$ cat config.mk
export PLATFORM = sky130hd
export DESIGN_NAME = msc_regs
export DESIGN_NICKNAME = d
export VERILOG_FILES = /design/src/hw/msc_regs.v
export VERILOG_INCLUDE_DIRS = /design/src /design/src/hw
export SDC_FILE = /design/constraint.sdc
export NUM_CORES = 1
export LEC_CHECK = 0
export ABC_CLOCK_PERIOD_IN_PS = 9200
export BUFFER_PORTS_ARGS = -buffer_cell sky130_fd_sc_hd__buf_2
export CORE_MARGIN = 8
export CORE_UTILIZATION = 45
export CTS_CLUSTER_SIZE = 8
export DETAILED_ROUTE_END_ITERATION = 10
export HOLD_SLACK_MARGIN = 0.12
export PLACE_DENSITY = 0.63
export SLEW_MARGIN = 20
export SYNTH_ARGS = -nofsm -noshare
export SYNTH_HDL_FRONTEND = slang
export SYNTH_SLANG_ARGS = --single-unit
$ cat constraint.sdc
create_clock -name clock -period 9.2 [get_ports clock]
set_input_delay 1.84 -clock clock [delete_from_list [all_inputs] [get_ports clock]]
set_output_delay 1.84 -clock clock [all_outputs]
set_load 0.005 [all_outputs]
$ cat src/hw/msc_regs_map.vh
`ifndef MSC_REGS_MAP_VH
`define MSC_REGS_MAP_VH

// ----------------------------------------------------------------
// register offsets
// ----------------------------------------------------------------
`define MSC_ADDR_RATE_X_HIGH  7'h43
`define MSC_ADDR_RATE_X_LOW   7'h44
`define MSC_ADDR_RATE_Y_HIGH  7'h45
`define MSC_ADDR_RATE_Y_LOW   7'h46
`define MSC_ADDR_RATE_Z_HIGH  7'h47
`define MSC_ADDR_RATE_Z_LOW   7'h48
`define MSC_ADDR_PATH_RESET   7'h68
`define MSC_ADDR_MOTION_CTRL  7'h69
`define MSC_ADDR_HOST_CTRL    7'h6A

// ----------------------------------------------------------------
// field positions
// ----------------------------------------------------------------
`define MSC_BIT_ACCEL_PATH_RST   1
`define MSC_BIT_TEMP_PATH_RST    0
`define MSC_BIT_MOTION_ENABLE    7
`define MSC_BIT_MOTION_COMPARE   6
`define MSC_BIT_MOTION_RSVD0     0
`define MSC_BIT_FIFO_SERIAL_EN   6
`define MSC_BIT_TWO_WIRE_DISABLE 4
`define MSC_BIT_FIFO_RESET       2
`define MSC_BIT_ALL_PATHS_RESET  0

// ----------------------------------------------------------------
// reset values
// ----------------------------------------------------------------
`define MSC_RST_RESULT   16'h0000
`define MSC_RST_CTRL     8'h00

// ----------------------------------------------------------------
// timing and scale
// ----------------------------------------------------------------
`define MSC_CLOCK_MHZ        250
`define MSC_INT_CLOCK_MHZ    20
// one internal-clock period in ns, then in system cycles (rounded up)
`define MSC_FIFO_RST_NS      (1000 / `MSC_INT_CLOCK_MHZ)
`define MSC_FIFO_RST_CYCLES  ((`MSC_FIFO_RST_NS * `MSC_CLOCK_MHZ + 999) / 1000)
// nominal counts per deg/s at rate range select zero
`define MSC_RATE_SENS_FS0    131

`endif

$ cat src/hw/msc_regs.v
// Summary of operation
// X rate result, 16 bits: high byte at 0x43, low byte at 0x44.
// Y rate result, 16 bits: high byte at 0x45, low byte at 0x46.
// Z rate result, 16 bits: high byte at 0x47, low byte at 0x48.
// Result is sensitivity times rate: 131 counts per deg/s at range 0.
// Path reset bit 1 resets accel path; accel results keep contents.
// Path reset bit 0 resets temperature path; temperature results kept.
// Motion control bit 7 switches wake-on-motion detection on or off.
// Motion bit 6: 0 compares with first sample, 1 with previous one.
// Host writes zero to motion control bit 0 when motion wake is on.
// Host bit 6 enables FIFO; clear blocks serial FIFO access only.
// Host control bit 4 disables two-wire target, leaving SPI only.
// Host control bit 2 resets FIFO, self-clears after one 20 MHz cycle.
// Host control bit 0 resets all sensor paths and clears all results.
// Writes to the rate result registers change nothing.
`include "msc_regs_map.vh"
`timescale 1ns/1ps
`default_nettype none

module msc_regs #(
   parameter DATA_W       = 16,
   parameter [15:0] MOTION_THRESHOLD = 16'h0100,
   parameter FIFO_RST_CYC = `MSC_FIFO_RST_CYCLES
) (
   input  wire              clock,
   input  wire              reset_n,
   input  wire [6:0]        regAddr,
   input  wire              regWrite,
   input  wire              regRead,
   input  wire [7:0]        regWrData,
   output reg  [7:0]        regRdData,
   output reg               regRdValid,
   input  wire              rateValid,
   input  wire [DATA_W-1:0] rateX,
   input  wire [DATA_W-1:0] rateY,
   input  wire [DATA_W-1:0] rateZ,
   input  wire              accelValid,
   input  wire [DATA_W-1:0] accelX,
   input  wire [DATA_W-1:0] accelY,
   input  wire [DATA_W-1:0] accelZ,
   output reg               accelPathReset,
   output reg               tempPathReset,
   output reg               allPathsReset,
   output reg               fifoReset,
   output reg               fifoSerialEnable,
   output reg               twoWireDisable,
   output reg               motionDetectEnable,
   output reg               motionWake
);

   // ----------------------------------------------------------------
   // operating notes
   // ----------------------------------------------------------------
   // register port
   //    one address per cycle, write, read or both
   //    read answered one edge after the request edge
   //    read data holds until the next read
   //    read and write in one cycle: the read sees the old value
   //    unmapped offsets read zero, writes there are dropped
   //
   // rate results
   //    samples arrive already scaled by the sensitivity
   //    no latching between high and low byte reads
   //    a sample between two byte reads may tear the pair
   //    host writes to the result offsets never reach storage
   //
   // path resets
   //    accel and temperature bits are one-cycle pulses
   //    they leave every stored result as it is
   //    the path reset offset always reads zero
   //
   // all-paths reset
   //    clears the rate results even against a new sample
   //    also pulses the accel and temperature path resets
   //    also drops the motion reference
   //
   // fifo reset
   //    stretched to one internal-clock period of system cycles
   //    reads back one while the stretch runs
   //    a new write restarts the stretch
   //
   // motion wake
   //    first sample after enable only loads the reference
   //    threshold compares the magnitude of the difference
   //    any axis above the threshold raises one wake pulse
   //    reference mode follows the compare select bit
   //
   // control outputs
   //    every level output is a registered copy of its bit
   //    so a write shows two edges after the request edge
   //    all outputs sit low during reset and its release
   //
   // hazards
   //    the counter width limits the stretch to 255 cycles
   //    reference mode change while enabled takes effect at once
   //    the reserved motion bit is stored but has no effect

   // ----------------------------------------------------------------
   // reset release
   // ----------------------------------------------------------------
   reg        rstSync1_q;
   reg        rstSync2_q;
   wire       rstN;

   // two-flop release of the asynchronous reset
   always @(posedge clock or negedge reset_n) begin
      if (!reset_n) begin
         rstSync1_q <= 1'b0;
         rstSync2_q <= 1'b0;
      end else begin
         rstSync1_q <= 1'b1;
         rstSync2_q <= rstSync1_q;
      end
   end
   assign rstN = rstSync2_q;

   // ----------------------------------------------------------------
   // decode helpers
   // ----------------------------------------------------------------
   // true when a host write targets the given offset
   function hitW;
      input [6:0] addr;
      input       wr;
      input [6:0] target;
      begin
         hitW = wr && (addr == target);
      end
   endfunction

   // true when two samples differ by more than the threshold
   function exceeds;
      input [DATA_W-1:0] a;
      input [DATA_W-1:0] b;
      reg   [DATA_W:0]   diff;
      begin
         diff = {a[DATA_W-1], a} - {b[DATA_W-1], b};
         if (diff[DATA_W])
            diff = (~diff) + {{DATA_W{1'b0}}, 1'b1};
         exceeds = (diff > {1'b0, MOTION_THRESHOLD[DATA_W-1:0]});
      end
   endfunction

   wire wrPath   = hitW(regAddr, regWrite, `MSC_ADDR_PATH_RESET);
   wire wrMotion = hitW(regAddr, regWrite, `MSC_ADDR_MOTION_CTRL);
   wire wrHost   = hitW(regAddr, regWrite, `MSC_ADDR_HOST_CTRL);
   wire clrAll   = wrHost && regWrData[`MSC_BIT_ALL_PATHS_RESET];

   // ----------------------------------------------------------------
   // rate result registers
   // ----------------------------------------------------------------
   reg  [DATA_W-1:0] rateResult_q [0:2];
   wire [DATA_W-1:0] rateIn       [0:2];

   assign rateIn[0] = rateX;
   assign rateIn[1] = rateY;
   assign rateIn[2] = rateZ;

   // samples arrive already scaled by the sensitivity; no host write path
   genvar ax;
   generate
      for (ax = 0; ax < 3; ax = ax + 1) begin : gRate
         always @(posedge clock or negedge rstN) begin
            if (!rstN) begin
               rateResult_q[ax] <= `MSC_RST_RESULT;
            end else if (clrAll) begin
               rateResult_q[ax] <= `MSC_RST_RESULT;
            end else if (rateValid) begin
               rateResult_q[ax] <= rateIn[ax];
            end
         end
      end
   endgenerate

   // ----------------------------------------------------------------
   // control registers
   // ----------------------------------------------------------------
   reg        motionEnable_q;
   reg        motionCompare_q;
   reg        motionRsvd0_q;
   reg        fifoSerialEn_q;
   reg        twoWireDis_q;
   reg        fifoRstBit_q;
   reg [7:0]  fifoRstCnt_q;

   // motion detect control, stored as written
   always @(posedge clock or negedge rstN) begin
      if (!rstN) begin
         motionEnable_q  <= 1'b0;
         motionCompare_q <= 1'b0;
         motionRsvd0_q   <= 1'b0;
      end else if (wrMotion) begin
         motionEnable_q  <= regWrData[`MSC_BIT_MOTION_ENABLE];
         motionCompare_q <= regWrData[`MSC_BIT_MOTION_COMPARE];
         motionRsvd0_q   <= regWrData[`MSC_BIT_MOTION_RSVD0];
      end
   end

   // host control persistent bits
   always @(posedge clock or negedge rstN) begin
      if (!rstN) begin
         fifoSerialEn_q <= 1'b0;
         twoWireDis_q   <= 1'b0;
      end else if (wrHost) begin
         fifoSerialEn_q <= regWrData[`MSC_BIT_FIFO_SERIAL_EN];
         twoWireDis_q   <= regWrData[`MSC_BIT_TWO_WIRE_DISABLE];
      end
   end

   // fifo reset bit held for one internal-clock period, then self-clears
   always @(posedge clock or negedge rstN) begin
      if (!rstN) begin
         fifoRstBit_q <= 1'b0;
         fifoRstCnt_q <= 8'h00;
      end else if (wrHost && regWrData[`MSC_BIT_FIFO_RESET]) begin
         fifoRstBit_q <= 1'b1;
         fifoRstCnt_q <= FIFO_RST_CYC[7:0];
      end else if (fifoRstBit_q) begin
         if (fifoRstCnt_q == 8'h01) begin
            fifoRstBit_q <= 1'b0;
            fifoRstCnt_q <= 8'h00;
         end else begin
            fifoRstCnt_q <= fifoRstCnt_q - 8'h01;
         end
      end
   end

   // ----------------------------------------------------------------
   // path reset and control outputs
   // ----------------------------------------------------------------
   // one-cycle path reset pulses; result registers here are untouched
   always @(posedge clock or negedge rstN) begin
      if (!rstN) begin
         accelPathReset <= 1'b0;
         tempPathReset  <= 1'b0;
         allPathsReset  <= 1'b0;
      end else begin
         accelPathReset <= (wrPath &&
            regWrData[`MSC_BIT_ACCEL_PATH_RST]) || clrAll;
         tempPathReset  <= (wrPath &&
            regWrData[`MSC_BIT_TEMP_PATH_RST]) || clrAll;
         allPathsReset  <= clrAll;
      end
   end

   // registered copies of the control bits
   always @(posedge clock or negedge rstN) begin
      if (!rstN) begin
         fifoReset          <= 1'b0;
         fifoSerialEnable   <= 1'b0;
         twoWireDisable     <= 1'b0;
         motionDetectEnable <= 1'b0;
      end else begin
         fifoReset          <= fifoRstBit_q;
         fifoSerialEnable   <= fifoSerialEn_q;
         twoWireDisable     <= twoWireDis_q;
         motionDetectEnable <= motionEnable_q;
      end
   end

   // ----------------------------------------------------------------
   // wake-on-motion comparator
   // ----------------------------------------------------------------
   reg  [DATA_W-1:0] refX_q;
   reg  [DATA_W-1:0] refY_q;
   reg  [DATA_W-1:0] refZ_q;
   reg               refValid_q;
   wire              moved;

   assign moved = exceeds(accelX, refX_q) || exceeds(accelY, refY_q) ||
                  exceeds(accelZ, refZ_q);

   // reference is the first sample, or the previous one in compare mode
   always @(posedge clock or negedge rstN) begin
      if (!rstN) begin
         refX_q     <= `MSC_RST_RESULT;
         refY_q     <= `MSC_RST_RESULT;
         refZ_q     <= `MSC_RST_RESULT;
         refValid_q <= 1'b0;
         motionWake <= 1'b0;
      end else if (!motionEnable_q || clrAll) begin
         refValid_q <= 1'b0;
         motionWake <= 1'b0;
      end else begin
         motionWake <= 1'b0;
         if (accelValid) begin
            if (!refValid_q || motionCompare_q) begin
               refX_q <= accelX;
               refY_q <= accelY;
               refZ_q <= accelZ;
            end
            refValid_q <= 1'b1;
            motionWake <= refValid_q && moved;
         end
      end
   end

   // ----------------------------------------------------------------
   // register read port
   // ----------------------------------------------------------------
   reg [7:0] rdMux;

   // read decode; unmapped offsets and unused bits read zero, the reserved motion bit reads back as stored
   always @* begin
      case (regAddr)
         `MSC_ADDR_RATE_X_HIGH: rdMux = rateResult_q[0][15:8];
         `MSC_ADDR_RATE_X_LOW:  rdMux = rateResult_q[0][7:0];
         `MSC_ADDR_RATE_Y_HIGH: rdMux = rateResult_q[1][15:8];
         `MSC_ADDR_RATE_Y_LOW:  rdMux = rateResult_q[1][7:0];
         `MSC_ADDR_RATE_Z_HIGH: rdMux = rateResult_q[2][15:8];
         `MSC_ADDR_RATE_Z_LOW:  rdMux = rateResult_q[2][7:0];
         `MSC_ADDR_MOTION_CTRL: begin
            rdMux = 8'h00;
            rdMux[`MSC_BIT_MOTION_ENABLE]  = motionEnable_q;
            rdMux[`MSC_BIT_MOTION_COMPARE] = motionCompare_q;
            rdMux[`MSC_BIT_MOTION_RSVD0]   = motionRsvd0_q;
         end
         `MSC_ADDR_HOST_CTRL: begin
            rdMux = 8'h00;
            rdMux[`MSC_BIT_FIFO_SERIAL_EN]   = fifoSerialEn_q;
            rdMux[`MSC_BIT_TWO_WIRE_DISABLE] = twoWireDis_q;
            rdMux[`MSC_BIT_FIFO_RESET]       = fifoRstBit_q;
         end
         default: rdMux = 8'h00;
      endcase
   end

   // read data registered, valid one cycle after the request
   always @(posedge clock or negedge rstN) begin
      if (!rstN) begin
         regRdData  <= 8'h00;
         regRdValid <= 1'b0;
      end else begin
         regRdValid <= regRead;
         if (regRead)
            regRdData <= rdMux;
      end
   end

   // writes to 0x43..0x48 decode to nothing

endmodule // msc_regs

`default_nettype wire

==> results.md <==
Place:
- The count of input and output buffers is 131.
- The placed wire-length estimate after detailed placement is 16.6 mm.
- The weighted congestion at the end of routability-driven global placement is 0.838.

Synth:
- During synthesis, Yosys emitted a total of 0 warnings.
- Ranked by instance count, the synthesized netlist is headed by 130 x dfrtp_1, 107 x nor2_1, 67 x inv_1.
- Of the post-synthesis cell area, the dominant cell type holds 34.5%.
- Counting distinct cell types in the post-synthesis netlist gives 96.
- Synthesis produced 1003 cells.
- Of all flip-flops after synthesis, the portion carrying an async set or reset was 100%.
- The post-synthesis area per instance is 9.41 µm².
- The synthesized design spends more area on one cell type than any other, namely dfrtp_1.
- Sequential elements use between 30 and 40% of the synthesized area.
- The most common cell in the synthesized netlist is dfrtp_1.
- Counting flops with a built-in enable in the synthesized netlist gives 0.
- Among all flip-flop cells after synthesis, the most frequent one is dfrtp_1.
- The number of storage elements in the synthesis netlist is 130.
- By area the synthesized netlist is led by dfrtp_1 34%, ha_1 7.0%, mux2_2 6.0%, mux2i_1 5.7%, nor2_1 4.3%.
- After synthesis the cells add up to 9440 µm².
- Counting every net in the synthesized netlist gives 1176.

Critical path:
- In this run the worst setup path begins at accelY[0].
- The worst register-to-register path begins at refY_q[0].
- The type of element capturing the critical path is a flop.
- The worst setup path is launched from a primary input.
- The slack of the worst reg-to-reg path is between 5000 and 6000 ps.
- The largest driver fanout on the critical path is 7.
- The cell depth of the worst flop-to-flop path is 14.
- The worst register-to-register path ends at motionWake.
- The worst setup path category is primary input to flop.
- The critical path ends at motionWake.
- For the worst setup path, the data arrival time is around 5600 ps.
- At the worst endpoint, the required time is 9460 ps.

Route:
- The total wire length after detailed routing is 22.5 mm.
- Using the TritonRoute via totals, the vias-per-cell ratio works out to ~5.5.
- The routed layout has 7768 vias.
- The final antenna-violating net count is 0.
- For this block, the initial DRC count from the detailed router was ~470.
- Before antenna repair, the detailed router went through 4 iterations.
- The wire length per cell after detailed routing is 16.0 µm.
- The number of remaining DRC errors is 0.

Run status:
- The run finished with clean final reports.

Floorplan:
- The floorplan step set the die width to 161 µm.
- The core region is between 20000 and 25000 µm².
- During I/O placement, the number of pins put on the boundary was 134.
- The initial core utilization is 45.3%.
- The area of the die is 25900 µm².
- From bottom edge to top edge, the die measures 161 µm.
- Row generation in the floorplan step produced 53 rows.

Timing:
- Setup repair after global routing left no endpoint under its margin.
- Headroom to the max-slew limit came out at approximately two fifths.
- The count of final hold-check violations is 0.
- Setup total negative slack on the finished layout was measured at 0 ps.
- The share of the cycle needed by the critical path after routing is roughly 58%.
- For the finished layout, the period the worst path requires is 5360 ps.
- For the pin with the worst max-slew slack, the measured transition is just under 900 ps.
- The final setup violation count is 0.
- The max-slew violation count is 0.
- Timing would allow up to ~0.19 GHz.
- On the final layout, the worst clock skew is 7.58 ps.

Power and ir drop:
- The cell leakage power is a little under 5 nW.
- The largest voltage drop on the vdd net is 142 µV.
- The power per unit of standard cell area is 280 nW/µm².

CTS:
- For the worst-skew pair, the clock arrives at the later sink with an insertion delay of 420 ps.
- The H-tree depth reported by CTS is 4.
- The total clock sinks is 130.
- The clock root buffer master is clkbuf_16.
- After clock tree synthesis, the repair step resized 0 gates.
- The hold-fix buffer count after cts is 0.
- The CTS clock-pin slew for the worst setup and hold paths is 60 ps.
- The TritonCTS clock tree is built.
- The clock tree buffer depth is 2.
- The buffers inserted during post-CTS setup optimization is 0.
- The number of CTS-inserted buffers is 17.

Layout:
- The signed area change from the synthesized netlist to the final layout is 15.3%.
- The number of antenna diodes in the final layout is 0.
- The final design utilization is between 50% and 60%.
- Cells with a size suffix above 1 make up between 20 and 25% of the layout.
- In the final design database the tool counted 1285 nets.

Hold path:
- The type of the most critical hold path is flop to flop.

Global route:
- The sum of overflow across all layers after global routing is 0.
- The via count of the first global-routing pass is 7504.
- The first global-routing pass estimated around 37 mm of wire.
- The number of antenna violations at the first check in global routing is 0.
- The maximum number of pins on one net before global-route repair is 70.
- Across every metal layer, demand over resource in global routing totals 17.3%.

Flow run:
- The reported max-cap violation count is 0.
## layer usage
layer | GRT usage [%] | share of wire, % | wire length, µm
met5 | 0 | 0 | 0
met3 | 3.58 | 4.0 | 901
met4 | 4.71 | 1.1 | 246
met2 | 27.0 | 46 | 10400
met1 | 23.9 | 48 | 10900
## area by class of cell
type                    count  area (µm²)
well taps                 275         344
fillers                  1945        9940
inverters                  67         251
clock buffers              18         439
flip-flops and latches    130        3260
multi-input cells         761        5760
clock inverters            14         141
repair buffers            135         686
## cell families after synthesis
| family | after synthesis | share of synthesized area (%) |
|---|---|---|
| xor gates and xnor gates | 37 | 3.59 |
| AOI/OAI and AO/OA | 231 | 17.8 |
| adders and majority gates | 56 | 7.66 |
| buffers and inverters | 112 | 4.65 |
| DFF | 130 | 34.5 |
| and+or+nand+nor | 324 | 18.2 |
| other | 1 | 0.0397 |
| muxes | 112 | 13.6 |
## placed cells by master (no fill, tap or decap), types with 12 or more instances in the layout
cell type	synthesis	final
a21o_1	20	20
xnor2_1	24	24
nand4_1	15	15
a21oi_1	42	42
nor2_1	107	107
clkbuf_16	0	17
o21ai_0	37	37
nor3_1	17	17
mux2_2	50	50
dfrtp_1	130	129
or3_1	15	15
a31oi_1	15	15
nor2b_1	12	12
xor2_1	12	12
ha_1	53	53
inv_1	67	66
nand3_1	23	23
nand2_1	54	54
buf_2	6	131
mux2i_1	54	54
## how the worst min path moves through the flow
stage | start | to | slack, ps | cells past startpoint
floorplan | rstSync1_q | rstN | 330 | 0
global placement | rstSync1_q | rstN | 340 | 0
detailed placement | rstSync1_q | rstN | 340 | 0
CTS | rstSync1_q | rstN | 360 | 0
global route | rstSync1_q | rstN | 360 | 0
finish | rstSync1_q | rstN | 350 | 0
## flip-flops by register name, summed over array words and instances (netlist names), 8 cells and up
name          flops
refZ_q           16
refY_q           16
fifoRstCnt_q      8
rateResult_q     48
regRdData         8
refX_q           16
## through the flow
step / hold WS [ps] / setup WS [ps] / cells / cell area [µm²] / power, mW
global placement: 336 / 3550 / 1368 / 10300 / 2.34
global route: 362 / 3570 / 1400 / 10900 / 3.31
detailed placement: 340 / 3510 / 1368 / 10300 / 2.37
CTS: 356 / 3940 / 1400 / 10900 / 3.06
finish: 353 / 3840 / 1400 / 10900 / 3.05
floorplan: 331 / 4080 / 1003 / 9440 / 2.06
## power breakdown
part           total (mW)  internal [mW]  leakage, nW  switching [mW]
sequential          0.762          0.691         1.58          0.0714
clock               0.677          0.388        0.274           0.290
combinational        1.61          0.691         3.11           0.917
total                3.05           1.77         4.96            1.28
## worst max-delay path: stages
cell and delay (ps):
buf_2 80, inv_1 40, ha_1 230, fa_1 400
and2b_1 260, o22a_1 210, xor2_1 150, nor3_2 420
nand4_1 220, nor4_1 530, and3_1 240, a311oi_1 50
nor4b_1 350, nand4_1 200, nor4b_2 250, a31oi_1 150
Note: power is estimated with default switching activity, not from simulation.
